## config.mk

```make
export PLATFORM = sky130hd
export DESIGN_NAME = cprm_top
export DESIGN_NICKNAME = d
export VERILOG_FILES = /design/src/cprm_pkg.sv /design/src/cprm_div.sv /design/src/cprm_top.sv
export SDC_FILE = /design/constraint.sdc
export NUM_CORES = 1
export LEC_CHECK = 0
export ABC_AREA = 1
export BUFFER_PORTS_ARGS = -buffer_cell sky130_fd_sc_hd__buf_2
export CORE_MARGIN = 10
export CORE_UTILIZATION = 59
export CTS_CLUSTER_SIZE = 28
export DETAILED_ROUTE_END_ITERATION = 7
export PLACE_DENSITY = 0.77
export SYNTH_ARGS = -nofsm -noshare
export SYNTH_HDL_FRONTEND = slang
export SYNTH_HIERARCHICAL = 1
export SYNTH_SLANG_ARGS = --single-unit
```

## constraint.sdc

```tcl
create_clock -name mclk -period 1.72 [get_ports mclk]
set_input_delay 0.086 -clock mclk [delete_from_list [all_inputs] [get_ports mclk]]
set_output_delay 0.086 -clock mclk [all_outputs]
set_load 0.02 [all_outputs]
```

## src/cprm_pkg.sv

```systemverilog
package cprm_pkg;
   // ==========================================================
   // Clock and timing
   // ==========================================================
   localparam int CLK_PERIOD_PS = 5000; // 200 MHz mclk
   localparam int OSC_SETTLE_NS = 1000; // Main oscillator start-up time
   localparam int OSC_SETTLE_CYC = (OSC_SETTLE_NS * 1000 + CLK_PERIOD_PS - 1) / CLK_PERIOD_PS;
   localparam int POR_NS = 2000; // Chip power-on reset width
   localparam int POR_CYC = (POR_NS * 1000 + CLK_PERIOD_PS - 1) / CLK_PERIOD_PS;
   localparam int FRST_NS = 500; // Functional reset width
   localparam int FRST_CYC = (FRST_NS * 1000 + CLK_PERIOD_PS - 1) / CLK_PERIOD_PS;
   localparam int WD_DIV = 14; // Watchdog clock = reference / 14
   localparam int LF_PERIPH_W = 4; // Peripherals that may run from 32 kHz

   // ==========================================================
   // Register map (byte offsets)
   // ==========================================================
   localparam logic [7:0] OFS_DSP_CLK_CTL = 8'h00;
   localparam logic [7:0] OFS_DSP_IDLE1 = 8'h04;
   localparam logic [7:0] OFS_DSP_IDLE2 = 8'h08;
   localparam logic [7:0] OFS_DSP_RST2 = 8'h14;
   localparam logic [7:0] OFS_DSP_STATUS = 8'h18;
   localparam logic [7:0] OFS_HOST_PWR = 8'h20;

   // ==========================================================
   // Field positions and reset values
   // ==========================================================
   localparam int IDLE1_MASK_HOST = 0; // Wake mask, host interrupt
   localparam int IDLE1_MASK_DSP = 1; // Wake mask, DSP interrupt
   localparam int IDLE2_WD_EN = 0; // Watchdog clock enable
   localparam int RST2_PER_EN = 0; // Peripheral bus out of reset
   localparam int RST2_SW_RST = 1; // Software reset request
   localparam int SYS_WD_HOST = 0; // Sticky status bits
   localparam int SYS_WD_DSP = 1;
   localparam int SYS_EXT_RST = 2;
   localparam int SYS_POR = 3;
   localparam int SYS_STATE_LO = 4; // Power state, 3 bits
   localparam int PWR_REQ_LO = 0; // Power request, 2 bits
   localparam int PWR_PLL_LO = 2; // PLL mode, 2 bits
   localparam int PWR_SEL_LO = 4; // Clock select, 3 bits
   localparam logic [15:0] RST_DSP_CLK_CTL = 16'h0000;
   localparam logic [15:0] RST_DSP_IDLE1 = 16'h0000;
   localparam logic [15:0] RST_DSP_IDLE2 = 16'h0001;
   localparam logic [15:0] RST_DSP_RST2 = 16'h0000;

   // ==========================================================
   // Encodings
   // ==========================================================
   localparam logic [1:0] REQ_AWAKE = 2'h0;
   localparam logic [1:0] REQ_BIG = 2'h1;
   localparam logic [1:0] REQ_DEEP = 2'h2;
   localparam logic [1:0] PLL_IDLE = 2'h0;
   localparam logic [1:0] PLL_BYPASS = 2'h1;
   localparam logic [1:0] PLL_LOCK = 2'h2;
   localparam logic [2:0] SEL_FULL_SYNC = 3'h0;
   localparam logic [2:0] SEL_SCALABLE = 3'h2;

   typedef enum logic [2:0] {
      PS_DEEP, PS_OSC_START, PS_FEED_ON, PS_AWAKE, PS_PLL_STOP, PS_FEED_STOP, PS_BIG
   } cprm_state_e;

   // Wake sources seen while sleeping
   typedef struct packed {
      logic irq_host;
      logic irq_dsp;
      logic local_bus_wake_pin;
      logic dma_req_traffic;
      logic dma_req_per;
   } cprm_wake_s;

   // Oscillator and PLL controls
   typedef struct packed {
      logic osc_lf_en;
      logic osc_hf_en;
      logic hf_feed_en;
      logic pll_en;
      logic pll_bypass;
   } cprm_clk_s;
endpackage

```

## src/cprm_div.sv

```systemverilog
`timescale 1ns/1ps
// ==========================================================
// Divide-by-N enable pulse generator
// ==========================================================
module cprm_div #(
   parameter int DIV = 14
) (
   // Clock and reset
   input wire logic mclk,
   input wire logic resetn,
   // Pulse out, one cycle in DIV
   output logic tick
);
   logic [7:0] cnt; // Cycles since last pulse

   // Free-running count, wraps at DIV-1
   always_ff @(posedge mclk or negedge resetn) begin
      if (!resetn) begin
         cnt <= 8'h00;
         tick <= 1'b0;
      end else if (cnt == 8'(DIV - 1)) begin
         cnt <= 8'h00;
         tick <= 1'b1;
      end else begin
         cnt <= cnt + 8'h01;
         tick <= 1'b0;
      end
   end
endmodule

```

## src/cprm_top.sv

```systemverilog
`timescale 1ns/1ps
// Operation
// - awake: both oscillators, feed on, PLL optional
// - big sleep: oscillators on, no feed, PLLs off
// - deep sleep: only low-frequency oscillator runs
// - clock or wake request starts oscillator, no interrupt
// - failed battery drives shutdown output
// - generate functional reset and chip power-on reset
// - switch chosen peripherals to low-frequency clock
// - global, software and peripheral bus resets
// - watch reset sources, record sticky status
// - fully synchronous after power-up, scalable selectable
// - PLL modes locked, bypass and idle
// - watchdog clock is reference divided by fourteen
// - DMA clock only during transfer
// - wake on interrupts, local bus pin, DMA
// - only unmasked interrupts wake
// - 16-bit control registers, both processors access
// - clock select zero is default full sync
module cprm_top
   import cprm_pkg::*;
#(
   parameter int OSC_SETTLE = cprm_pkg::OSC_SETTLE_CYC,
   parameter int POR_LEN = cprm_pkg::POR_CYC,
   parameter int FRST_LEN = cprm_pkg::FRST_CYC
) (
   // Clock and reset
   input wire logic mclk,
   input wire logic resetn,
   // Register port
   input wire logic reg_req,
   input wire logic reg_wr,
   input wire logic reg_from_dsp,
   input wire logic [7:0] reg_addr,
   input wire logic [15:0] reg_wdata,
   output logic [15:0] reg_rdata,
   output logic reg_ack,
   // Wake and clock requests
   input wire cprm_pkg::cprm_wake_s wake_in,
   input wire logic ext_clk_req,
   input wire logic periph_wake_req,
   input wire logic dma_clk_req,
   input wire logic dma_xfer_active,
   // Reset sources
   input wire logic wd_timeout_host,
   input wire logic wd_timeout_dsp,
   input wire logic ext_reset_req,
   input wire logic battery_failed,
   // Clock controls
   output cprm_pkg::cprm_clk_s clk_out,
   output logic scheme_scalable,
   output logic [cprm_pkg::LF_PERIPH_W-1:0] periph_lf_sel,
   output logic wd_tick_host,
   output logic wd_tick_dsp,
   output logic dma_clk_en,
   // Reset outputs
   output logic chip_por_n,
   output logic func_reset_n,
   output logic global_reset_n,
   output logic periph_reset_n,
   output logic shutdown_out
);
   import cprm_pkg::*;

   // ==========================================================
   // Registers
   // ==========================================================
   logic [15:0] dsp_clock_control; // Low-frequency select in low bits
   logic [15:0] dsp_idle_entry_one; // Interrupt wake masks
   logic [15:0] dsp_idle_entry_two; // Watchdog clock enable
   logic [15:0] dsp_reset_control_two; // Peripheral and software reset
   logic [3:0] sys_flags; // Sticky reset status
   logic [1:0] pwr_req; // Requested power state
   logic [1:0] pll_mode; // PLL operating mode
   logic [2:0] clock_select; // Clocking scheme
   cprm_state_e state_q, next_state; // Power state machine
   logic [8:0] settle_cnt; // Oscillator start-up count
   logic [8:0] por_cnt; // Power-on reset count
   logic por_done; // Power-on reset finished
   logic [7:0] frst_cnt; // Functional reset count
   logic wake_ev; // Qualified wake event
   logic hf_req; // External high-frequency request
   logic rst_ev; // Any functional reset source
   logic wr_en; // Register write this cycle
   logic wd_base; // Reference divided by fourteen

   assign wr_en = reg_req && reg_wr;
   assign hf_req = ext_clk_req || periph_wake_req;
   assign rst_ev = wd_timeout_host || wd_timeout_dsp || ext_reset_req;
   // Masked interrupts never wake; DMA and bus pin always do
   assign wake_ev = (wake_in.irq_host && !dsp_idle_entry_one[IDLE1_MASK_HOST])
      || (wake_in.irq_dsp && !dsp_idle_entry_one[IDLE1_MASK_DSP])
      || wake_in.local_bus_wake_pin || wake_in.dma_req_traffic || wake_in.dma_req_per;

   // ==========================================================
   // Register bus
   // ==========================================================
   // Answer one cycle after the request, unmapped reads give zero
   always_ff @(posedge mclk or negedge resetn) begin
      if (!resetn) begin
         reg_ack <= 1'b0;
         reg_rdata <= 16'h0000;
      end else begin
         reg_ack <= reg_req;
         reg_rdata <= 16'h0000;
         if (reg_req && !reg_wr) begin
            case (reg_addr)
               OFS_DSP_CLK_CTL: reg_rdata <= dsp_clock_control;
               OFS_DSP_IDLE1: reg_rdata <= dsp_idle_entry_one;
               OFS_DSP_IDLE2: reg_rdata <= dsp_idle_entry_two;
               OFS_DSP_RST2: reg_rdata <= dsp_reset_control_two;
               OFS_DSP_STATUS: reg_rdata <= {9'h000, state_q, sys_flags};
               OFS_HOST_PWR: reg_rdata <= {9'h000, clock_select, pll_mode, pwr_req};
               default: reg_rdata <= 16'h0000;
            endcase
         end
      end
   end

   // Plain control registers, either processor may write
   always_ff @(posedge mclk or negedge resetn) begin
      if (!resetn) begin
         dsp_clock_control <= RST_DSP_CLK_CTL;
         dsp_idle_entry_one <= RST_DSP_IDLE1;
         dsp_idle_entry_two <= RST_DSP_IDLE2;
      end else if (wr_en) begin
         if (reg_addr == OFS_DSP_CLK_CTL) begin
            dsp_clock_control <= reg_wdata;
         end
         if (reg_addr == OFS_DSP_IDLE1) begin
            dsp_idle_entry_one <= reg_wdata;
         end
         if (reg_addr == OFS_DSP_IDLE2) begin
            dsp_idle_entry_two <= reg_wdata;
         end
      end
   end

   // Reset control; the software request bit clears itself
   always_ff @(posedge mclk or negedge resetn) begin
      if (!resetn) begin
         dsp_reset_control_two <= RST_DSP_RST2;
      end else if (wr_en && reg_addr == OFS_DSP_RST2) begin
         dsp_reset_control_two <= reg_wdata;
      end else begin
         dsp_reset_control_two[RST2_SW_RST] <= 1'b0;
      end
   end

   // Sticky status, write one to clear; a new event beats the clear
   always_ff @(posedge mclk or negedge resetn) begin
      if (!resetn) begin
         sys_flags <= 4'h8; // Power-on flag up after cold start
      end else begin
         if (wr_en && reg_addr == OFS_DSP_STATUS) begin
            sys_flags <= sys_flags & ~reg_wdata[3:0];
         end
         if (wd_timeout_host) begin
            sys_flags[SYS_WD_HOST] <= 1'b1;
         end
         if (wd_timeout_dsp) begin
            sys_flags[SYS_WD_DSP] <= 1'b1;
         end
         if (ext_reset_req) begin
            sys_flags[SYS_EXT_RST] <= 1'b1;
         end
      end
   end

   // Host-only power register; DSP writes are dropped since it owns only its peripherals
   always_ff @(posedge mclk or negedge resetn) begin
      if (!resetn) begin
         pwr_req <= REQ_AWAKE;
         pll_mode <= PLL_LOCK;
         clock_select <= SEL_FULL_SYNC;
      end else begin
         if (wr_en && reg_addr == OFS_HOST_PWR && !reg_from_dsp) begin
            if (reg_wdata[PWR_REQ_LO+1 -: 2] != 2'h3) begin
               pwr_req <= reg_wdata[PWR_REQ_LO+1 -: 2];
            end
            if (reg_wdata[PWR_PLL_LO+1 -: 2] != 2'h3) begin
               pll_mode <= reg_wdata[PWR_PLL_LO+1 -: 2];
            end
            // Reserved schemes are ignored, not stored
            if (reg_wdata[PWR_SEL_LO+2 -: 3] == SEL_FULL_SYNC
                || reg_wdata[PWR_SEL_LO+2 -: 3] == SEL_SCALABLE) begin
               clock_select <= reg_wdata[PWR_SEL_LO+2 -: 3];
            end
         end
         // A wake event while asleep turns the request back to awake
         if (wake_ev && (state_q == PS_DEEP || state_q == PS_BIG) && por_done) begin
            pwr_req <= REQ_AWAKE;
         end
      end
   end

   // ==========================================================
   // Power state machine
   // ==========================================================
   // Down: PLL off, then feed off, then oscillator off; up in reverse
   always_comb begin
      next_state = state_q;
      case (state_q)
         PS_DEEP: begin
            if (por_done && pwr_req != REQ_DEEP) begin
               next_state = PS_OSC_START;
            end
         end
         PS_OSC_START: begin
            if (settle_cnt == 9'(OSC_SETTLE - 1)) begin
               next_state = (pwr_req == REQ_AWAKE) ? PS_FEED_ON : PS_BIG;
            end
         end
         PS_FEED_ON: next_state = PS_AWAKE;
         PS_AWAKE: begin
            if (pwr_req != REQ_AWAKE) begin
               next_state = PS_PLL_STOP;
            end
         end
         PS_PLL_STOP: next_state = PS_FEED_STOP;
         PS_FEED_STOP: next_state = (pwr_req == REQ_DEEP) ? PS_DEEP : PS_BIG;
         PS_BIG: begin
            if (pwr_req == REQ_AWAKE) begin
               next_state = PS_FEED_ON;
            end else if (pwr_req == REQ_DEEP) begin
               next_state = PS_DEEP;
            end
         end
         default: next_state = PS_DEEP;
      endcase
   end

   // State register, deep sleep held through power-on reset
   always_ff @(posedge mclk or negedge resetn) begin
      if (!resetn) begin
         state_q <= PS_DEEP;
      end else begin
         state_q <= next_state;
      end
   end

   // Oscillator start-up timer
   always_ff @(posedge mclk or negedge resetn) begin
      if (!resetn) begin
         settle_cnt <= 9'h000;
      end else if (state_q == PS_OSC_START) begin
         settle_cnt <= settle_cnt + 9'h001;
      end else begin
         settle_cnt <= 9'h000;
      end
   end

   // Oscillator, feed and PLL controls follow the next state
   always_ff @(posedge mclk or negedge resetn) begin
      if (!resetn) begin
         clk_out <= '0;
      end else begin
         clk_out.osc_lf_en <= 1'b1;
         // Requests keep the main oscillator up in any state, with no interrupt raised
         clk_out.osc_hf_en <= (next_state != PS_DEEP) || hf_req;
         clk_out.hf_feed_en <= next_state == PS_FEED_ON || next_state == PS_AWAKE
            || next_state == PS_PLL_STOP;
         clk_out.pll_en <= next_state == PS_AWAKE && pll_mode != PLL_IDLE;
         clk_out.pll_bypass <= pll_mode == PLL_BYPASS;
      end
   end

   // ==========================================================
   // Clock distribution
   // ==========================================================
   cprm_div #(
      .DIV(WD_DIV)
   ) u_wd_div (
      .mclk(mclk),
      .resetn(resetn),
      .tick(wd_base)
   );

   // Watchdog ticks, scheme select, peripheral clock switch, DMA gate
   always_ff @(posedge mclk or negedge resetn) begin
      if (!resetn) begin
         wd_tick_host <= 1'b0;
         wd_tick_dsp <= 1'b0;
         scheme_scalable <= 1'b0;
         periph_lf_sel <= '0;
         dma_clk_en <= 1'b0;
      end else begin
         wd_tick_host <= wd_base;
         wd_tick_dsp <= wd_base && dsp_idle_entry_two[IDLE2_WD_EN];
         scheme_scalable <= clock_select == SEL_SCALABLE;
         periph_lf_sel <= dsp_clock_control[LF_PERIPH_W-1:0];
         dma_clk_en <= dma_clk_req && dma_xfer_active;
      end
   end

   // ==========================================================
   // Resets
   // ==========================================================
   // Power-on reset held for a fixed time after release
   always_ff @(posedge mclk or negedge resetn) begin
      if (!resetn) begin
         por_cnt <= 9'h000;
         por_done <= 1'b0;
      end else if (!por_done) begin
         por_cnt <= por_cnt + 9'h001;
         por_done <= por_cnt == 9'(POR_LEN - 1);
      end
   end

   // Functional reset stretched from watchdog or external sources
   always_ff @(posedge mclk or negedge resetn) begin
      if (!resetn) begin
         frst_cnt <= 8'h00;
      end else if (rst_ev) begin
         frst_cnt <= 8'(FRST_LEN);
      end else if (frst_cnt != 8'h00) begin
         frst_cnt <= frst_cnt - 8'h01;
      end
   end

   // Reset outputs and battery shutdown
   always_ff @(posedge mclk or negedge resetn) begin
      if (!resetn) begin
         chip_por_n <= 1'b0;
         func_reset_n <= 1'b0;
         global_reset_n <= 1'b0;
         periph_reset_n <= 1'b0;
         shutdown_out <= 1'b0;
      end else begin
         chip_por_n <= por_done;
         func_reset_n <= por_done && frst_cnt == 8'h00 && !rst_ev;
         global_reset_n <= por_done && frst_cnt == 8'h00 && !rst_ev
            && !dsp_reset_control_two[RST2_SW_RST];
         periph_reset_n <= dsp_reset_control_two[RST2_PER_EN] && por_done;
         shutdown_out <= battery_failed;
      end
   end
endmodule

```

==> Yosys cells after proc, flatten, opt, wreduce, memory -nomap -nowiden <==
Index checks and enable logic that the tools add are counted.
{ "classes": {"n_reduce_logical": 57, "n_mux": 24, "n_bitwise": 2, "add_sub_neg": 4, "eq_ne": 24} }
{ "ops": {"columns": ["operator", "n"], "rows": [
  ["one-hot mux 16 bit (6 select lines)", 1],
  ["two-way mux 3 bit", 8],
  ["two-way mux 8 bit", 3],
  ["one-hot mux 3 bit (7 select lines)", 1],
  ["adder 9 x 1 -> 9 bit (second input constant)", 2],
  ["equality test 3 x 2 -> 1 bit (second input constant)", 6],
  ["logical AND 1 bit", 18],
  ["equality test 8 x 4 -> 1 bit (second input constant)", 2],
  ["equality test 8 x 5 -> 1 bit (second input constant)", 2],
  ["zero test 8 bit", 2],
  ["two-way mux 16 bit", 1],
  ["nonzero test 2 bit", 8],
  ["equality test 3 bit (second input constant)", 4],
  ["logical OR 1 bit", 12],
  ["AND reduction 2 bit", 6],
  ["equality test 9 x 8 -> 1 bit (second input constant)", 1],
  ["equality test 9 bit (second input constant)", 1],
  ["two-way mux 9 bit", 1],
  ["adder 8 x 1 -> 8 bit (second input constant)", 1],
  ["equality test 8 x 3 -> 1 bit (second input constant)", 1],
  ["equality test 8 x 6 -> 1 bit (second input constant)", 1],
  ["nonzero test 8 bit", 1],
  ["subtractor 8 x 1 -> 8 bit (second input constant)", 1],
  ["zero test 1 bit", 6],
  ["11 further kinds", 21]
]} }
{ "totals": {"ff_bits": 149, "input_bits": 42} }

==> Depth between registers and ports, before layout <==
Gate-level depths: netlist (run 1).
{ "depth": {"ltp_word": 10, "ltp_mapped": 9} }

==> Modules after synthesis <==
The synthesis (run 1) kept the hierarchy.
{ "by_module_without_submodules": {"columns": ["module", "area_per_inst_um2", "cells_each", "instances"], "rows": [
  ["cprm_top", 6458.7, 715, 1],
  ["cprm_div", 441.7, 54, 1]
]} }

==> Worst setup path before layout (run 1) <==
OpenSTA, ideal clock, no wires.
{ "synth_path": {"path_type": "flip-flop to flip-flop", "startpoint": "reg frst_cnt[0]", "endpoint": "reg global_reset_n", "arrival_ns": 1.215, "path_buffers": 0, "required_ns": 1.634, "path_slack_ns": 0.419, "path_stages_with_launch": 9, "period_less_slack_ns": 1.301, "setup_ns": 0.086, "path_cell_list": "dfrtp_1 inv_1 ha_1 nand3_1 inv_1 nand3_2 nor2_2 inv_1 nor3_1"} }
{ "synth_between": {"elab_chain_len": 4} }
{ "synth_lines": {"columns": ["item", "line_no", "text"], "rows": [
  ["start, declared", "cprm_top.sv:80", "logic [7:0] frst_cnt;"],
  ["start signal, assigned", "cprm_top.sv:315", "frst_cnt <= 8'(FRST_LEN);"],
  ["start signal, assigned", "cprm_top.sv:317", "frst_cnt <= frst_cnt - 8'h01;"],
  ["zero test 8 bit", "cprm_top.sv:332", "global_reset_n <= por_done && frst_cnt == 8'h00 && !rst_ev"],
  ["logical AND 1 bit (2 in series)", "cprm_top.sv:332", null],
  ["logical AND 1 bit", "cprm_top.sv:333", "&& !dsp_reset_control_two[RST2_SW_RST];"],
  ["end signal, assigned", "cprm_top.sv:332", null],
  ["end, declared", "cprm_top.sv:59", "output logic global_reset_n,"]
]} }
No other way between the ends.
A chain may end at the register's enable or synchronous reset.

==> Final worst setup path (run 1) <==
Ends and elaborated chain as after synthesis.

==> results of run 1 <==
-- power groups by stage --
stage / logic, mW / registers (mW) / clock network (mW)
after floorplan: 0.157 / 3.66 / 0
after global placement: 0.350 / 3.66 / 0
after detailed placement: 0.362 / 3.66 / 0
after CTS: 0.402 / 3.60 / 3.74
after global routing: 0.446 / 3.60 / 3.90
final: 0.396 / 3.60 / 3.69
-- area by class of cell --
class	count	area share [%]
Clock buffer	25	6.14
Clock inverter	7	1.14
Inverter	98	4.53
Multi-Input combinational cell	504	32.1
Sequential cell	149	45.3
Tap cell	143	2.17
Timing Repair Buffer	108	8.59
-- synth_stat cells, types with 2 or more instances --
library cell	n
buf_4	3
a21oi_1	18
inv_4	2
nand3_1	53
nand3b_1	2
inv_2	5
nor3_1	7
nand4_1	9
o21a_1	3
buf_2	3
nor2_2	4
dfstp_2	3
ha_1	5
clkbuf_1	2
nor2_1	67
or2_2	2
nand2_2	19
o21ai_2	47
buf_6	9
nor2_4	6
xnor2_1	6
inv_1	91
o21ai_0	36
o21ai_1	5
dfrtp_1	146
nand2_4	6
nand2_1	192
xor2_1	5
nor3_4	2
-- sequential cells by signal, indices dropped and copies added (netlist names), 2 cells and up --
| signal | count |
|---|---|
| dsp_clock_control | 16 |
| dsp_idle_entry_one | 16 |
| dsp_idle_entry_two | 16 |
| dsp_reset_control_two | 16 |
| reg_rdata | 16 |
| por_cnt | 9 |
| settle_cnt | 9 |
| frst_cnt | 8 |
| u_wd_div/cnt | 8 |
| clk_out | 5 |
| periph_lf_sel | 4 |
| sys_flags | 4 |
| clock_select | 3 |
| state_q | 3 |
| pll_mode | 2 |
| pwr_req | 2 |
-- through the flow --
stage	area (sq um)	instances	worst slack, ps	hold slack [ps]
finish	8230	1034	187	27.2
floorplan	6900	769	419	-210
global route	8230	1034	5.74	45.4
global placement	7410	980	229	56.7
CTS	8230	1034	180	11.3
detailed placement	7410	980	190	60.6
-- critical path: cells and delay by family, from the launching register on --
family | cells | cell delay, ps
buf+inv | 3 | 250
flops | 1 | 400
fa+ha+maj | 1 | 220
simple gates | 4 | 570
-- timing repair --
item	4_1_cts	5_1_grt
hold buffers	22	0
hold endpoints to repair	103	0
endpoints found under the setup margin	0	0
-- metal layers --
layer	global-route usage, %	wire (microns)	part of all wire (%)	vias to the layer above
li1	-	-	-	2664
met1	24.9	6700	43	2639
met2	32.7	7590	48	175
met3	5.71	1080	6.9	29
met4	8.21	303	1.9	0
met5	0	0	0	-
-- cells in the final DEF (no fill, tap or decap), types with 9 or more instances in the layout --
cell,instances
o21ai_0,36
nand2_1,192
dfrtp_1,146
nor2_1,67
clkbuf_16,17
nand3_1,53
a21oi_1,18
nand2_2,19
o21ai_2,47
buf_2,75
nand4_1,9
inv_1,91
dlygate4sd3_1,22
-- logic make-up after synthesis --
family / Yosys count
compound gates: 113
xor+xnor: 11
fa+ha+maj: 5
buf+inv: 116
flops: 149
other cells: 1
simple gates: 374
-- worst max path at each step --
| stage | slack, ps | depth (start not counted) | endpoint | startpoint |
|---|---|---|---|---|
| CTS | 180 | 8 | global_reset_n | frst_cnt[0] |
| floorplan | 420 | 8 | global_reset_n | frst_cnt[0] |
| finish | 190 | 8 | global_reset_n | frst_cnt[0] |
| detailed placement | 190 | 8 | global_reset_n | frst_cnt[1] |
| global route | 6 | 8 | global_reset_n | frst_cnt[0] |
| global placement | 230 | 8 | global_reset_n | frst_cnt[0] |
==> metrics.txt, run 1 <==
run status=finished clean; largest net degree at the start of global routing=49; Hold Violations, Final=0; sequential element share of the synthesized area=54.1%; Design Power=between 7 and 8 mW; unrepaired setup endpoints after global routing=no; simple-gate share of the synthesized area=25.0%; clock slew at reported path FFs=around 60 ps; Port Buffers=76; synth unique cells=40; initial drt markers=approximately 540; worst hold path depth=3; clk_skew=6.75 ps; top post-synthesis cells by area=dfrtp_1 53%, nand2_1 10%, o21ai_2 6.0%, inv_1 5.0%, nand3_1 3.8%; Hold Crit Class=input port to flip-flop; core area=11400 sq um; Max Slew Vio Count=0; CTS Sinks=149; Clock power frac=48.0%; Synth Instances=~770; Worst path most repeated cell=inv_1; area grow syn2layout=19.3%; Logic pwr share=5.2%; HP Start=reg_wdata[6]; Fmax=0.652 GHz; Total Negative Setup Slacks=0 ps; max-cap violation count=0; starting density of the core=60.4%; Ant. Diodes=0; switching power=between 1.5 and 2 mW; flops & latches, synth=149; Async S/R FF share, synth=between 90% and 100%; die width=128 microns; critical path arrival=1880 ps; Post-synth top flop=dfrtp_1; full die area=16400 sq um; vias in the first global route=5562; DRC=0; Worst VDD drop=0.000647 V; Adder-Cell Fraction of Synth Area=0.907%; Min-Delay Endpoint=dsp_idle_entry_two[6]; wire length per cell=15.2 microns; Setup violations, final=0; Resized cells post-CTS=0; number of warnings issued by yosys=6; first-pass GRT wire length=between 20 and 30 mm; ANT nets after route=0; minimum clock period=1530 ps; Vias=5507; drt first pass iters=6; Pleak=4.26 nW; Critical Path, Cell by Cell=inv_1, ha_1, nand3_1, inv_1, nand3_2, nor2_2, inv_1, nor3_1; CP Capture Type=flip-flop; Yosys top cell by area=dfrtp_1; Post-Synth XOR/XNOR Area=1.40%; Cell Pwr Density=between 900 and 1000 nW/um^2; Num CTS Buffers=17; worst setup path category=flip-flop to flip-flop; Worst Path Max Fanout=5; Max stage delay on crit path=400 ps; Seq pwr share=46.8%; Worst EP required=2060 ps; worst-margin pin slew=approximately 550 ps; Clk Latency, worst-skew pair=430 ps; FILL cells=852; share of the synthesized area in the top cell type=around 53%; DIE HEIGHT=128 microns; TritonCTS clock tree=done; final core utilization=72.1%; CTS root buf=clkbuf_16; Ports=77; # nets final=around 930; r2r startpoint=frst_cnt[0]; FF+latch area=3730 sq um; Switching Share=21.5%; multi-input combinational cell area=2640 sq um; FF-to-FF path depth=8; post-synthesis compound-gate area fraction=11.0%; Rows=39; GRT Residual Overflow=0; Slew HR=63.3%; vias per cell=approximately 5.3; main combinational cell family by area after synthesis=simple AND/OR/NAND/NOR gates; r2r endpoint=global_reset_n; post-synthesis net count=816; fraction of layout cells with a size suffix above 1=24.0%; Post-Syn Area per Cell=8.97 sq um; Tot GR Track Use=20.2%; period utilization=89.1%; H-tree lvl count=4; RePlAce Congestion=0.897; DP HPWL=11.0 mm; Cell Int Power=6.03 mW; multiplexer area fraction after synthesis=0%; reg-to-reg slack, setup=190 ps; clk buf depth=2; Worst setup SP type=flip-flop; DRT Wirelength=between 15 and 20 mm; postcts setup bufs=0; Synth Cell Area=6900 sq um; Post-synth EDFFs=0; Slowest-stage cell, CP=dfrtp_1; initial antenna violation count=0
Note: power is estimated with default switching activity, not from simulation.
==> run 2: changes to the inputs <==
- CORE_UTILIZATION: 59 -> 45
- PLACE_DENSITY: 0.77 -> 0.61
==> run 2 against run 1 <==
Net effect: sequential share of layout area down 0.34 points; register-to-register slack better by 50 ps; die area up 26%; worst hold slack better by 12 ps; fmax up 3.7%; critical endpoint unchanged; highest routed layer unchanged.
==> metrics.txt, run 2 (synthesis gave the netlist of run 1 again) <==
run status=finished clean (unchanged); Ant. Diodes=0 (unchanged); Post-Place Cells=1028 (was 980); GRT Residual Overflow=0 (unchanged); Design Power=7.58 mW (was 7.68 mW); met2 wire len=7.24 mm (was 7.59 mm); initial drt markers=323 (was 539); ANT nets after route=0 (unchanged); Num CTS Buffers=17 (unchanged); period utilization=86.0% (was 89.1%); core area=15100 sq um (was 11400 sq um); RePlAce Congestion=0.812 (was 0.897); most frequent cells in the layout=192 x nand2_1, 146 x dfrtp_1, 91 x inv_1 (unchanged); Worst setup SP type=flip-flop (unchanged); Tot GR Track Use=16.3% (was 20.2%); Pleak=4.28 nW (was 4.26 nW); TritonCTS clock tree=done (unchanged); M1 WL=7.42 mm (was 6.70 mm); Hold Violations, Final=0 (unchanged); top sig layer=met4 (unchanged); DRC=0 (unchanged); # nets final=928 (was 925); worst hold margin=39.5 ps (was 27.2 ps); H-tree lvl count=4 (unchanged); Setup violations, final=0 (unchanged); commonest non-fill, non-tap cell in the layout=nand2_1 (unchanged); Total Negative Setup Slacks=0 ps (unchanged); fraction of layout cells with a size suffix above 1=24.5% (was 24.0%); vias per cell=4.93 (was 5.33); vias in the first global route=5393 (was 5562); DP HPWL=11.2 mm (was 11.0 mm); full die area=20700 sq um (was 16400 sq um); die width=144 microns (was 128 microns); Worst Path Max Fanout=5 (unchanged); final core utilization=55.0% (was 72.1%); Resized cells post-CTS=0 (unchanged); final worst slack=241 ps (was 187 ps); Rows=45 (was 39); DIE HEIGHT=144 microns (was 128 microns); post-route insts no fill=1082 (was 1034); critical path arrival=1820 ps (was 1880 ps); Worst EP required=2060 ps (about the same); Fmax=0.676 GHz (was 0.652 GHz); FF-to-FF path depth=8 (unchanged); first-pass GRT wire length=26.5 mm (was 26.8 mm); worst-margin pin slew=602 ps (was 549 ps); minimum clock period=1480 ps (was 1530 ps); Slew HR=59.8% (was 63.3%); cell area after layout=8300 sq um (was 8230 sq um); clk_skew=6.14 ps (was 6.75 ps); Worst VDD drop=0.000674 V (was 0.000647 V); CTS Sinks=149 (unchanged); CTS root buf=clkbuf_16 (unchanged); Vias=5335 (was 5507); area grow syn2layout=20.2% (was 19.3%); drt first pass iters=6 (unchanged); initial antenna violation count=0 (unchanged); starting density of the core=45.7% (was 60.4%); max-cap violation count=0 (unchanged); largest net degree at the start of global routing=44 (was 49); clock slew at reported path FFs=60 ps (about the same); Post-Place Worst Slack=242 ps (was 190 ps); CP Capture Type=flip-flop (unchanged); Port Buffers=76 (unchanged); Clk Latency, worst-skew pair=420 ps (was 430 ps); Hold Crit Class=input port to flip-flop (unchanged); unrepaired setup endpoints after global routing=no (unchanged); Max Slew Vio Count=0 (unchanged); Ports=77 (unchanged); Cell Pwr Density=913 nW/um^2 (was 933 nW/um^2); worst hold path depth=3 (unchanged); DRT Wirelength=15.9 mm (was 15.7 mm); clk buf depth=2 (unchanged); DR WL met3=831 microns (was 1.08 mm); Post-DP Area=7490 sq um (was 7410 sq um); worst setup path category=flip-flop to flip-flop (unchanged); wire length per cell=14.7 microns (was 15.2 microns)
## run 2: routing by layer
layer | vias to the layer above | GRT usage, %
met5 | - | 0
met2 | 141 | 25.0
li1 | 2659 | -
met1 | 2508 | 21.1
met4 | 0 | 7.42
met3 | 27 | 4.22
## run 2: final cells by class
type                            instances  area [sq um]
Multi-Input combinational cell        504          2640
Sequential cell                       149          3730
Timing Repair Buffer                  111           729
Tap cell                              188           235
Clock buffer                           24           512
Inverter                               98           373
Clock inverter                          8          71.3
Fill cell                            1403          6790
## run 2: path summary, 6_finish.rpt
path / start / endpoint / slack [ps]
setup reg to reg: frst_cnt[0] / global_reset_n / 240
hold reg to reg: u_wd_div/tick / wd_tick_host / 380
max in group asynchronous: resetn / pll_mode[1] / 960
setup / recovery: frst_cnt[0] / global_reset_n / 240
hold / removal: reg_wdata[6] / dsp_idle_entry_one[6] / 40
min in group asynchronous: resetn / por_cnt[7] / 140
## run 2: report_power, final
group | internal (mW) | switching, mW | total [mW]
logic | 0.143 | 0.253 | 0.396
registers | 3.56 | 0.0326 | 3.60
clock network | 2.21 | 1.38 | 3.59
## run 2: worst max-delay path, cell delays in order (launching register included)
cell	delay, ps
dfrtp_1	400
inv_1	80
ha_1	230
nand3_1	100
inv_1	100
nand3_2	120
nor2_2	180
inv_1	80
nor3_1	120
## run 2: timing repair
| item | in CTS | in global routing |
|---|---|---|
| buffers inserted | 0 | 0 |
| hold buffers | 22 | 0 |
| endpoints found under the hold margin | 184 | 0 |
